==> src/core/tf_pkg.sv <==
// Purpose: Shared constants and carriers for the task-file register bank
// Assumes: One 10 MHz clock, synchronous active-high reset
// Notes: Selector codes address the bank from the frame-field side
// Behaviour
// Data moves through a sixteen-bit data port
// Error causes matter only when status error set
// Bad block sets error bit seven
// Uncorrectable data error sets error bit six
// Missing or wrong sector id sets bit four
// Aborted or invalid command sets bit two
// General error sets error bit zero
// Error bits five, three, one read zero
// Sector count zero means 256 sectors
// Successful command leaves sector count zero
// Failed command leaves remaining sectors in count
// Sector number gives start sector or LBA 7-0
// Cylinder low gives cylinder low or LBA 15-8
// Task-file values travel inside frame register fields
// One device per channel, no drive selection
// No alternate status register is offered
// Interface detect output held at ground
// Host leaves device sleep input unconnected
// Cylinder high and head nibble give LBA 27-16
// Status error bit set when command ends failing
// Error causes cleared when a new command starts
package tf_pkg;

   // Width of the data port and of the byte registers
   localparam int DATA_W = 16;
   localparam int BYTE_W = 8;

   // Task-file selector codes, in classic command-block order
   localparam logic [2:0] SEL_DATA = 3'h0;
   localparam logic [2:0] SEL_ERR_FEAT = 3'h1;
   localparam logic [2:0] SEL_COUNT = 3'h2;
   localparam logic [2:0] SEL_SECTOR = 3'h3;
   localparam logic [2:0] SEL_CYL_LOW = 3'h4;

   // Error register field positions
   localparam int BIT_BAD_BLOCK = 7;
   localparam int BIT_UNCORRECTABLE = 6;
   localparam int BIT_ID_MISSING = 4;
   localparam int BIT_ABORTED = 2;
   localparam int BIT_GENERAL = 0;
   localparam int CAUSE_N = 5;

   // Reset values
   localparam logic [7:0] ERR_RESET = 8'h00;
   localparam logic [7:0] BYTE_RESET = 8'h00;
   localparam logic [15:0] WORD_RESET = 16'h0000;

   // A zero count stands for this many sectors
   localparam logic [8:0] FULL_COUNT = 9'h100;

   // Command tracking states
   typedef enum logic [1:0] {
      ST_IDLE = 2'b01,
      ST_RUN = 2'b10
   } cmd_state_e;

   // One access from the frame register-field side
   typedef struct packed {
      logic wr;
      logic rd;
      logic [2:0] sel;
      logic [15:0] wdata;
   } tf_req_s;

   // Failure causes reported by the media controller
   typedef struct packed {
      logic bad_block;
      logic uncorrectable;
      logic id_missing;
      logic aborted;
      logic general;
   } err_evt_s;

endpackage

==> src/core/tf_regs.sv <==
// Purpose: Task-file data, error, feature, count and low address registers
// Assumes: Frame layer presents register fields as single-cycle accesses
// Notes: Read data and write side effects appear one clock after a request
`timescale 1ns/1ps
`default_nettype none

module tf_regs (
   input wire logic REF_CLK_I,
   input wire logic SYS_RST_I,
   // Register-field access from the frame layer
   input wire tf_pkg::tf_req_s TF_REQ_I,
   output logic [15:0] TF_RDATA_O,
   output logic TF_RVALID_O,
   // Data buffer side, one word per pulse
   output logic [15:0] BUF_WDATA_O,
   output logic BUF_WVALID_O,
   input wire logic [15:0] BUF_RDATA_I,
   output logic BUF_RD_O,
   // Command progress from the media controller
   input wire logic CMD_START_I,
   input wire logic SECTOR_DONE_I,
   input wire logic CMD_END_I,
   input wire logic CMD_FAIL_I,
   input wire tf_pkg::err_evt_s ERR_EVT_I,
   // Upper address bits held outside this bank
   input wire logic [7:0] CYL_HIGH_I,
   input wire logic [3:0] HEAD_SELECT_I,
   // Decoded transfer parameters
   output logic [8:0] XFER_SECTORS_O,
   output logic [27:0] LBA_O,
   output logic [7:0] START_SECTOR_O,
   output logic [15:0] CYLINDER_O,
   output logic [7:0] FEATURE_O,
   output logic STATUS_ERR_O,
   output logic CMD_BUSY_O,
   // Card pins
   input wire logic CARD_DETECT_IN_I,
   output logic CARD_DETECT_OUT_O,
   input wire logic DEVICE_SLEEP_INPUT_I,
   output logic INTERFACE_DETECT_O
);

   // Selector match, used by read and write decode alike
   function automatic logic sel_hit(input tf_pkg::tf_req_s req,
                                    input logic [2:0] code);
      sel_hit = (req.sel == code);
   endfunction

   // Count of sectors a register value asks for
   function automatic logic [8:0] sectors_of(input logic [7:0] cnt);
      if (cnt == tf_pkg::BYTE_RESET) begin
         sectors_of = tf_pkg::FULL_COUNT;
      end else begin
         sectors_of = {1'b0, cnt};
      end
   endfunction

   // Command tracking state
   tf_pkg::cmd_state_e state_q;
   tf_pkg::cmd_state_e state_d;

   // Stored task-file bytes
   logic [7:0] err_byte; // Failure causes, assembled from the cause flops
   logic [7:0] feat_q; // Feature byte, write only from host
   logic [7:0] count_q; // Sector count as the host sees it
   logic [7:0] sect_q; // Start sector or LBA 7-0
   logic [7:0] cyl_lo_q; // Cylinder low or LBA 15-8

   // Sectors still owed in the running command
   logic [8:0] remain_q;

   // Output holding flops
   logic [15:0] rdata_q;
   logic rvalid_q;
   logic [15:0] bwdata_q;
   logic bwvalid_q;
   logic brd_q;
   logic [8:0] xfer_q;
   logic [27:0] lba_q;
   logic stat_err_q;
   logic cdo_q;
   logic interface_detect_q;
   logic busy_q; // Running flag, kept in a flop of its own
   logic [7:0] cyl_hi_q; // Cylinder high copy for the cylinder output

   // Causes flattened in error-register bit order
   logic [4:0] evt_vec;

   // Decoded write strobes and the data read strobe
   logic wr_data;
   logic wr_feat;
   logic wr_count;
   logic wr_sect;
   logic wr_cyl_lo;
   logic rd_data;

   // Write and read decode
   always_comb begin
      wr_data = TF_REQ_I.wr && sel_hit(TF_REQ_I, tf_pkg::SEL_DATA);
      // Error and feature share a selector: reads see causes, writes features
      wr_feat = TF_REQ_I.wr && sel_hit(TF_REQ_I, tf_pkg::SEL_ERR_FEAT);
      wr_count = TF_REQ_I.wr && sel_hit(TF_REQ_I, tf_pkg::SEL_COUNT);
      wr_sect = TF_REQ_I.wr && sel_hit(TF_REQ_I, tf_pkg::SEL_SECTOR);
      wr_cyl_lo = TF_REQ_I.wr && sel_hit(TF_REQ_I, tf_pkg::SEL_CYL_LOW);
      rd_data = TF_REQ_I.rd && sel_hit(TF_REQ_I, tf_pkg::SEL_DATA);
   end

   // Flatten causes into one vector, bad block high and general in bit zero
   always_comb begin
      evt_vec = {ERR_EVT_I.bad_block, ERR_EVT_I.uncorrectable,
                 ERR_EVT_I.id_missing, ERR_EVT_I.aborted,
                 ERR_EVT_I.general};
   end

   // Next command state
   always_comb begin
      state_d = state_q;
      unique case (state_q)
         tf_pkg::ST_IDLE: begin
            if (CMD_START_I) begin
               state_d = tf_pkg::ST_RUN;
            end
         end
         tf_pkg::ST_RUN: begin
            if (CMD_END_I) begin
               state_d = tf_pkg::ST_IDLE;
            end
         end
         default: begin
            // Illegal code recovers to idle
            state_d = tf_pkg::ST_IDLE;
         end
      endcase
   end

   // State register
   // Busy is registered beside the state so the port needs no decode gate;
   // it follows the next state, so it shows the same timing as the state
   always_ff @(posedge REF_CLK_I) begin
      if (SYS_RST_I) begin
         state_q <= tf_pkg::ST_IDLE;
         busy_q <= 1'b0;
      end else begin
         state_q <= state_d;
         busy_q <= (state_d == tf_pkg::ST_RUN);
      end
   end

   // Error cause bits, one flop per documented cause
   // Other positions never get a cause flop and stay zero
   localparam int CAUSE_POS [5] = '{tf_pkg::BIT_BAD_BLOCK,
                                    tf_pkg::BIT_UNCORRECTABLE,
                                    tf_pkg::BIT_ID_MISSING,
                                    tf_pkg::BIT_ABORTED,
                                    tf_pkg::BIT_GENERAL};
   logic [4:0] cause_q;
   genvar gi;
   generate
      for (gi = 0; gi < tf_pkg::CAUSE_N; gi++) begin : g_cause
         // An event in the start cycle survives the clear
         always_ff @(posedge REF_CLK_I) begin
            if (SYS_RST_I) begin
               cause_q[gi] <= 1'b0;
            end else if (evt_vec[gi]) begin
               cause_q[gi] <= 1'b1;
            end else if (CMD_START_I) begin
               cause_q[gi] <= 1'b0;
            end
         end
      end
   endgenerate

   // Assemble the byte; unlisted bits are constant zero
   // Cause flop i holds bit i of the flattened vector, general first,
   // while the position table lists bad block first, hence the reversal
   always_comb begin
      err_byte = tf_pkg::ERR_RESET;
      for (int i = 0; i < tf_pkg::CAUSE_N; i++) begin
         err_byte[CAUSE_POS[tf_pkg::CAUSE_N - 1 - i]] = cause_q[i];
      end
   end

   // Feature byte, passed straight to the media controller
   always_ff @(posedge REF_CLK_I) begin
      if (SYS_RST_I) begin
         feat_q <= tf_pkg::BYTE_RESET;
      end else if (wr_feat) begin
         feat_q <= TF_REQ_I.wdata[7:0];
      end
   end

   // Low address bytes from the host
   always_ff @(posedge REF_CLK_I) begin
      if (SYS_RST_I) begin
         sect_q <= tf_pkg::BYTE_RESET;
         cyl_lo_q <= tf_pkg::BYTE_RESET;
      end else begin
         if (wr_sect) begin
            sect_q <= TF_REQ_I.wdata[7:0];
         end
         if (wr_cyl_lo) begin
            cyl_lo_q <= TF_REQ_I.wdata[7:0];
         end
      end
   end

   // Cylinder high held in a flop so the cylinder output is registered
   // The copy lags the outside register by one clock, like the address;
   // a host must not expect the new byte in the very next cycle
   always_ff @(posedge REF_CLK_I) begin
      if (SYS_RST_I) begin
         cyl_hi_q <= tf_pkg::BYTE_RESET;
      end else begin
         cyl_hi_q <= CYL_HIGH_I;
      end
   end

   // Remaining sectors of the running command
   always_ff @(posedge REF_CLK_I) begin
      if (SYS_RST_I) begin
         remain_q <= 9'h000;
      end else if (CMD_START_I && state_q == tf_pkg::ST_IDLE) begin
         remain_q <= sectors_of(count_q);
      end else if (SECTOR_DONE_I && state_q == tf_pkg::ST_RUN
                   && remain_q != 9'h000) begin
         remain_q <= remain_q - 9'h001;
      end
   end

   // Sector count register; completion rewrites it
   // A full 256 owed reads back as zero, the only 8-bit form of it
   always_ff @(posedge REF_CLK_I) begin
      if (SYS_RST_I) begin
         count_q <= tf_pkg::BYTE_RESET;
      end else if (CMD_END_I && state_q == tf_pkg::ST_RUN) begin
         if (CMD_FAIL_I) begin
            count_q <= remain_q[7:0];
         end else begin
            count_q <= tf_pkg::BYTE_RESET;
         end
      end else if (wr_count) begin
         count_q <= TF_REQ_I.wdata[7:0];
      end
   end

   // Status error bit: set at a failing end, cleared at a new start
   always_ff @(posedge REF_CLK_I) begin
      if (SYS_RST_I) begin
         stat_err_q <= 1'b0;
      end else if (CMD_END_I && state_q == tf_pkg::ST_RUN
                   && (CMD_FAIL_I || evt_vec != 5'h00
                       || cause_q != 5'h00)) begin
         stat_err_q <= 1'b1;
      end else if (CMD_START_I) begin
         stat_err_q <= 1'b0;
      end
   end

   // Register-field reads; unmapped selectors answer zero
   // No alternate status image is decoded here
   always_ff @(posedge REF_CLK_I) begin
      if (SYS_RST_I) begin
         rdata_q <= tf_pkg::WORD_RESET;
         rvalid_q <= 1'b0;
      end else begin
         rvalid_q <= TF_REQ_I.rd;
         if (!TF_REQ_I.rd) begin
            rdata_q <= tf_pkg::WORD_RESET;
         end else if (rd_data) begin
            rdata_q <= BUF_RDATA_I;
         end else if (sel_hit(TF_REQ_I, tf_pkg::SEL_ERR_FEAT)) begin
            rdata_q <= {8'h00, err_byte};
         end else if (sel_hit(TF_REQ_I, tf_pkg::SEL_COUNT)) begin
            rdata_q <= {8'h00, count_q};
         end else if (sel_hit(TF_REQ_I, tf_pkg::SEL_SECTOR)) begin
            rdata_q <= {8'h00, sect_q};
         end else if (sel_hit(TF_REQ_I, tf_pkg::SEL_CYL_LOW)) begin
            rdata_q <= {8'h00, cyl_lo_q};
         end else begin
            rdata_q <= tf_pkg::WORD_RESET;
         end
      end
   end

   // Data port toward the sector buffer, full word each way
   always_ff @(posedge REF_CLK_I) begin
      if (SYS_RST_I) begin
         bwdata_q <= tf_pkg::WORD_RESET;
         bwvalid_q <= 1'b0;
         brd_q <= 1'b0;
      end else begin
         bwvalid_q <= wr_data;
         brd_q <= rd_data;
         if (wr_data) begin
            bwdata_q <= TF_REQ_I.wdata;
         end
      end
   end

   // Decoded address and transfer length for the media side
   // Drive number is not taken: one device per channel
   always_ff @(posedge REF_CLK_I) begin
      if (SYS_RST_I) begin
         lba_q <= 28'h0000000;
         xfer_q <= 9'h000;
      end else begin
         lba_q <= {HEAD_SELECT_I, CYL_HIGH_I, cyl_lo_q, sect_q};
         xfer_q <= sectors_of(count_q);
      end
   end

   // Card pins: detect loop-back and grounded interface detect
   // Sleep requests are ignored since the state is unsupported
   always_ff @(posedge REF_CLK_I) begin
      if (SYS_RST_I) begin
         cdo_q <= 1'b0;
         interface_detect_q <= 1'b0;
      end else begin
         cdo_q <= CARD_DETECT_IN_I && !(DEVICE_SLEEP_INPUT_I && 1'b0);
         interface_detect_q <= 1'b0;
      end
   end

   // Port assignments, all from flops
   assign TF_RDATA_O = rdata_q;
   assign TF_RVALID_O = rvalid_q;
   assign BUF_WDATA_O = bwdata_q;
   assign BUF_WVALID_O = bwvalid_q;
   assign BUF_RD_O = brd_q;
   assign XFER_SECTORS_O = xfer_q;
   assign LBA_O = lba_q;
   assign START_SECTOR_O = sect_q;
   assign CYLINDER_O = {cyl_hi_q, cyl_lo_q};
   assign FEATURE_O = feat_q;
   assign STATUS_ERR_O = stat_err_q;
   assign CMD_BUSY_O = busy_q;
   assign CARD_DETECT_OUT_O = cdo_q;
   assign INTERFACE_DETECT_O = interface_detect_q;

endmodule

`default_nettype wire

==> config.mk <==
export PLATFORM = sky130hd
export DESIGN_NAME = tf_regs
export DESIGN_NICKNAME = d
export VERILOG_FILES = /design/src/core/tf_pkg.sv /design/src/core/tf_regs.sv
export SDC_FILE = /design/constraint.sdc
export NUM_CORES = 1
export LEC_CHECK = 0
export BUFFER_PORTS_ARGS = -buffer_cell sky130_fd_sc_hd__buf_2
export CAP_MARGIN = 20
export CORE_MARGIN = 2
export CORE_UTILIZATION = 49
export DETAILED_ROUTE_END_ITERATION = 16
export PLACE_DENSITY_LB_ADDON = 0.12
export SLEW_MARGIN = 20
export SYNTH_ARGS = -nofsm -noshare
export SYNTH_HDL_FRONTEND = slang
export SYNTH_SLANG_ARGS = --single-unit
==> constraint.sdc <==
create_clock -name REF_CLK_I -period 2.2 [get_ports REF_CLK_I]
set_input_delay 0.44 -clock REF_CLK_I [delete_from_list [all_inputs] [get_ports REF_CLK_I]]
set_output_delay 0.44 -clock REF_CLK_I [all_outputs]
set_load 0.01 [all_outputs]
==> flow_metrics.env, run 1 <==
export IMPL_status="complete, no violations"
export IMPL_cellLeakagePower_nw=2.73
export IMPL_report_final_setup_viol=0
export IMPL_floorplan_core_area_um2=9110
export IMPL_num_antenna_cells=0
export IMPL_final_hold_viol_count=0
export IMPL_synth_top_cells_by_area="dfxtp_1 (55%), nand2_1 (8.4%), a21oi_1 (6.3%), nor2b_1 (5.5%), nor2_1 (2.5%)"
export IMPL_critPathArrivalTime_ns=2.52
export IMPL_cell_area_after_synthesis_um2=4520
export IMPL_avgSynthCellArea_um2=8.96
export IMPL_detail_route_drc_violations=0
export IMPL_path_clk_slew_ns=0.06
export IMPL_cts_resized_gates=0
export IMPL_timing_clock_skew_ns=0.0110
export IMPL_synthDominantCellAreaShare_pct=54.5
export IMPL_totalWireLength_mm=11.7
export IMPL_ys_top_cells_by_count="dfxtp_1 (123), nand2_1 (101), a21oi_1 (57), nor2b_1 (40), nor2_1 (30)"
export IMPL_n_fill_cell=749
export IMPL_postSynthNetCount=569
export IMPL_tritoncts_num_buffers=17
export IMPL_final_hpwl_from_detailed_placement_mm=8.09
export IMPL_port_buffers=167
export IMPL_grt_setup_unrepaired="false"
export IMPL_route_antenna_remaining_nets=0
export IMPL_cts_root_buf="clkbuf_8"
export IMPL_area_growth_synth_to_finish_pct=31.9
export IMPL_cts_path_max_buffers=2
export IMPL_detailedRoute_firstIterationViolations=179
export IMPL_drt_pre_antenna_iters=5
export IMPL_hold_path_depth=2
export IMPL_cts_num_sinks=123
export IMPL_maximum_number_of_pins_on_one_net_before_global_route_repair=39
export IMPL_number_of_antenna_violations_at_the_first_check_in_global_routing=0
export IMPL_initial_utilization_pct=49.6
export IMPL_synth_edff_count=0
export IMPL_grt_util_all_layers_pct=23.3
export IMPL_cp_max_fo=9
export IMPL_maxSlewViolCount=0
export IMPL_tritoncts_clock_tree="done"
export IMPL_yosys_cell_count_top_type="dfxtp_1"
export IMPL_synth_warning_count=0
export IMPL_dieHeight_um=100
export IMPL_hold_path_class="input port to flop"
export IMPL_ir_drop_uv=575
export IMPL_slew_limit_headroom_pct=61.9
export IMPL_whs_ns=0.114
export IMPL_seqCellArea_um2=2460
export IMPL_max_cap_viols=0
export IMPL_vias_per_cell=5.21
export IMPL_start_kind="flop"
export IMPL_yosys_register_bits=123
export IMPL_row_count=35
export IMPL_netlist_top_cell_by_area="dfxtp_1"
export IMPL_crit_type="flop to flop"
export IMPL_globalRoute_totalOverflow=0
export IMPL_post_synth_num_cell_types=43
export IMPL_drive_above_1_share_pct=32.4
export IMPL_post_cts_setup_buffer_count=0
export IMPL_final_tns_setup_ns=0
export IMPL_cts_hold_buffers_added=0
export IMPL_fmax_mhz=476
export IMPL_synth_async_reset_ratio_pct=0
export IMPL_min_period_over_period_pct=95.5
export IMPL_layout_nets=725
export IMPL_floorplan_die_area_um2=10000
export IMPL_area_of_combinational_cells_with_multiple_inputs_um2=1840
export IMPL_grt_pass1_wl_mm=18.0
export IMPL_synth_cells=504
export IMPL_via_count=4085
export IMPL_vias_in_the_first_global_route=3620
export IMPL_portion_of_the_post_synthesis_area_used_by_sequential_elements_pct=54.5
export IMPL_worst_slew_pin_slew_ns=0.570
export IMPL_drt_wirelength_per_cell_um=14.9
export IMPL_fp_dieW_um=100
export IMPL_clock_latency_ns=0.52
export IMPL_ctsHtreeMaxLevel=4
export IMPL_boundaryPins=170
export IMPL_setup_worst_path_end_class="flop"
export IMPL_ys_dominant_reg_cell="dfxtp_1"
export IMPL_place_congestion=0.815
export IMPL_timing_critical_path_required_ns=2.62
export IMPL_power_density_nw_per_um2=997
export IMPL_period_needed_ns=2.10
export IMPL_rr_worst_depth=6
-- worst max-delay path: stages, from the launching register on --
cell,delay (ns)
dfxtp_1,0.36
inv_1,0.08
ha_1,0.18
or3b_4,0.42
o41a_1,0.46
and4_1,0.26
nor4_1,0.25
-- routing by layer --
metal | up-vias | share of wire (%) | track usage (%)
met1 | 1851 | 43 | 31.0
met4 | 0 | 1.7 | 8.96
met5 | - | 0 | 0
met2 | 190 | 46 | 35.2
li1 | 2021 | - | -
met3 | 23 | 8.7 | 8.01
-- flip-flops by register name, indices dropped and copies added, names as in the netlist --
| name | cells |
|---|---|
| BUF_RD_O | 1 |
| FEATURE_O | 8 |
| cause_q | 5 |
| CMD_BUSY_O | 1 |
| BUF_WVALID_O | 1 |
| remain_q | 9 |
| XFER_SECTORS_O | 9 |
| CARD_DETECT_OUT_O | 1 |
| START_SECTOR_O | 8 |
| LBA_O | 21 |
| state_q | 2 |
| STATUS_ERR_O | 1 |
| TF_RVALID_O | 1 |
| BUF_WDATA_O | 16 |
| count_q | 8 |
| cyl_lo_q | 8 |
| cyl_hi_q | 7 |
| TF_RDATA_O | 16 |
-- cell families (layout without fill, tap and decap cells) --
group / Yosys count / after routing / share of synthesized area [%]
mux: 9 / 9 / 2.22
other cells: 1 / 1 / 0.0830
simple gates: 220 / 220 / 23.5
xor+xnor: 1 / 1 / 0.194
compound gates: 101 / 101 / 13.8
buf+inv: 46 / 215 / 4.82
flops: 123 / 123 / 54.5
fa+ha+maj: 3 / 3 / 0.831
-- where the power goes --
group	total (W)	switching (W)	leakage, nW	internal [W]
Sequential	0.00250	0.000127	1.00	0.00237
Clock	0.00270	0.00102	0.278	0.00168
Combinational	0.000744	0.000431	1.45	0.000313
Total	0.00594	0.00158	2.73	0.00436
-- final cells by class --
type	instances	share of cell area, %
sequential	123	41.3
multi-input combinational	335	30.9
timing repair buffer	176	15.2
clock buffer	20	7.47
clock inverter	12	2.35
tap	111	2.33
inverter	7	0.441
-- worst paths after layout --
check                        from         endpoint  slack, ns
setup reg to reg      remain_q[0]      remain_q[3]        0.1
setup / recovery      remain_q[0]      remain_q[3]        0.1
hold / removal     BUF_RDATA_I[8]    TF_RDATA_O[8]       0.11
hold reg to reg   BUF_WDATA_O[14]  BUF_WDATA_O[14]       0.45
-- through the flow --
stage	power [W]	utilization [%]	instance area (um2)	setup WS, ns	cells
after floorplan	0.00302	-	4520	0.294	504
after detailed placement	0.00326	59.0	5370	0.145	752
after global routing	0.00621	65.4	5960	0.00375	784
final	0.00594	65.4	5960	0.0985	784
after CTS	0.00595	65.4	5960	0.0546	784
after global placement	0.00324	59.0	5370	0.206	752
-- layout by cell type, fill, tap and decap left out, types with 2 or more instances in the layout --
cell type / synthesis / layout
nor2_1: 30 / 30
a22oi_1: 8 / 8
bufinv_16: 0 / 2
clkinv_4: 0 / 4
clkinvlp_4: 0 / 3
nand2_1: 101 / 101
mux2_2: 8 / 8
inv_1: 7 / 7
and2_1: 12 / 12
nor4_1: 8 / 8
buf_2: 3 / 166
nor3_1: 5 / 5
o21ai_0: 8 / 8
nand4_1: 8 / 8
and4_1: 2 / 2
or3_1: 3 / 3
buf_4: 9 / 10
clkbuf_8: 0 / 3
a21oi_1: 57 / 57
nor2b_1: 40 / 40
ha_1: 3 / 3
a311oi_1: 10 / 10
nand2b_1: 2 / 2
inv_6: 0 / 2
nand3b_1: 2 / 2
a211oi_1: 5 / 5
clkbuf_16: 0 / 16
dfxtp_1: 123 / 123
o211a_1: 5 / 5
No activity file was read; power rests on OpenSTA's default activity.
==> inputs of run 2 (changes only) <==
Settings changed: CELL_PAD_IN_SITES_DETAIL_PLACEMENT from default to 0, CELL_PAD_IN_SITES_GLOBAL_PLACEMENT from default to 1, CORE_UTILIZATION 49 to 35.
==> flow_metrics.env, run 2 (synthesis gave the netlist of run 1 again) <==
export IMPL_status="complete, no violations"
export IMPL_via_count=4006
export IMPL_power_w=0.00609
export IMPL_cts_path_max_buffers=2
export IMPL_route_antenna_remaining_nets=0
export IMPL_max_cap_viols=0
export IMPL_final_hold_viol_count=0
export IMPL_final_common_cell="buf_2"
export IMPL_min_period_over_period_pct=95.7
export IMPL_finish_instance_area_um2=6080
export IMPL_place_congestion=0.798
export IMPL_floorplan_core_area_um2=12600
export IMPL_initial_utilization_pct=35.8
export IMPL_drt_pre_antenna_iters=5
export IMPL_critPathCapture="remain_q[1]"
export IMPL_maxSlewViolCount=0
export IMPL_period_needed_ns=2.11
export IMPL_number_of_antenna_violations_at_the_first_check_in_global_routing=0
export IMPL_fp_dieW_um=118
export IMPL_slew_limit_headroom_pct=60.6
export IMPL_cp_max_fo=8
export IMPL_cts_root_buf="clkbuf_16"
export IMPL_critPathArrivalTime_ns=2.41
export IMPL_area_growth_synth_to_finish_pct=34.5
export IMPL_detailedRoute_firstIterationViolations=192
export IMPL_worstSetupPathDepth=6
export IMPL_tritoncts_num_buffers=17
export IMPL_area_of_combinational_cells_with_multiple_inputs_um2=1860
export IMPL_hold_path_depth=2
export IMPL_crit_type="flop to flop"
export IMPL_cp_buffers_inverters=2
export IMPL_report_final_setup_viol=0
export IMPL_rr_worst_depth=6
export IMPL_vias_per_cell=4.75
export IMPL_layout_nets=725
export IMPL_maximum_number_of_pins_on_one_net_before_global_route_repair=43
export IMPL_ir_drop_uv=512
export IMPL_power_density_nw_per_um2=1000
export IMPL_globalRoute_totalOverflow=0
export IMPL_timing_critical_path_max_delay_family="compound AO/OA/AOI/OAI gates"
export IMPL_ctsHtreeMaxLevel=4
export IMPL_fmax_mhz=475
export IMPL_path_clk_slew_ns=0.05
export IMPL_grt_setup_unrepaired="false"
export IMPL_preCtsSetupSlack_ns=0.142
export IMPL_totalWireLength_mm=12.4
export IMPL_row_count=41
export IMPL_detail_route_drc_violations=0
export IMPL_critPathLaunch="remain_q[0]"
export IMPL_drt_wirelength_per_cell_um=14.8
export IMPL_worst_slew_pin_slew_ns=0.590
export IMPL_tritoncts_clock_tree="done"
export IMPL_cell_chain_of_the_critical_path="inv_1 -> ha_2 -> or3b_4 -> o41a_1 -> buf_4 -> a221o_1"
export IMPL_num_antenna_cells=0
export IMPL_setup_worst_path_end_class="flop"
export IMPL_layout_cells_most_common_list="buf_2 (166), dfxtp_1 (123), nand2_1 (101), a21oi_1 (57), nor2b_1 (40)"
export IMPL_timing_final_ws_setup_ns=0.0949
export IMPL_hold_path_class="input port to flop"
export IMPL_clock_latency_ns=0.41
export IMPL_rr_endpoint="remain_q[1]"
export IMPL_placement_cell_area_um2=5440
export IMPL_grt_util_all_layers_pct=18.3
export IMPL_final_hpwl_from_detailed_placement_mm=8.87
export IMPL_slowest_delay_ns=0.51
export IMPL_timing_reg2reg_setup_slack_ns=0.09
export IMPL_vias_in_the_first_global_route=3741
export IMPL_timing_critical_path_required_ns=2.50
export IMPL_critical_path_reg2reg_startpoint="remain_q[0]"
export IMPL_dieHeight_um=118
export IMPL_seqCellArea_um2=2460
export IMPL_cts_num_sinks=123
export IMPL_drive_above_1_share_pct=32.8
export IMPL_floorplan_die_area_um2=13800
export IMPL_grt_pass1_wl_mm=19.8
export IMPL_cellLeakagePower_nw=2.75
export IMPL_timing_clock_skew_ns=0.00423
export IMPL_critical_path_slowest_cell="o41a_1"
export IMPL_port_buffers=167
export IMPL_largest_reg_flops=21
export IMPL_n_fill_cell=1284
export IMPL_start_kind="flop"
export IMPL_boundaryPins=170
export IMPL_final_tns_setup_ns=0
==> run 2: cell types whose count changed in the layout (fill, tap and decap cells not counted), sizes merged <==
| cell | previous run | this run |
|---|---|---|
| bufinv | 2 | 3 |
| clkbuf | 20 | 23 |
| clkinv | 5 | 3 |
| clkinvlp | 3 | 1 |
| inv | 9 | 7 |
==> run 2: layout make-up <==
type                       count  area share [%]
sequential                   123            40.5
multi-input combinational    335            30.5
timing repair buffer         176            14.9
clock buffer                  23            8.20
tap                          172            3.54
clock inverter                 7            1.85
inverter                       7           0.432
==> run 2: how the worst min path moves through the flow <==
stage / from / end / slack, ns
after floorplan: remain_q[8] / remain_q[8] / 0.47
after global placement: BUF_WDATA_O[13] / BUF_WDATA_O[13] / 0.44
after detailed placement: BUF_WDATA_O[0] / BUF_WDATA_O[0] / 0.45
after CTS: BUF_RDATA_I[9] / TF_RDATA_O[9] / 0.21
after global routing: BUF_RDATA_I[12] / TF_RDATA_O[12] / 0.22
final: BUF_RDATA_I[9] / TF_RDATA_O[9] / 0.23
==> run 2: timing repair <==
item | CTS | global route
buffers inserted | 0 | 1
setup endpoints to repair | 0 | 2
gates resized for setup | 0 | 5
hold buffers | 0 | 0
==> run 2: metrics by stage <==
step | hold slack [ns] | util (%) | cells
2_1_floorplan | 0.465 | - | 504
3_3_place_gp | 0.441 | 43.1 | 812
3_5_place_dp | 0.446 | 43.1 | 812
4_1_cts | 0.213 | 47.9 | 842
5_1_grt | 0.222 | 48.1 | 843
6_report | 0.231 | 48.1 | 843
==> run 2: report_power, final <==
group	internal [W]	switching (W)
Sequential	0.00237	0.000127
Clock	0.00191	0.000936
Combinational	0.000316	0.000433
Total	0.00460	0.00150
==> run 2: layer usage <==
metal  global-route usage (%)  part of all wire [%]
met1                     24.4                    48
met3                     6.10                   6.7
met5                        0                     0
met2                     27.3                    44
met4                     7.38                   1.4
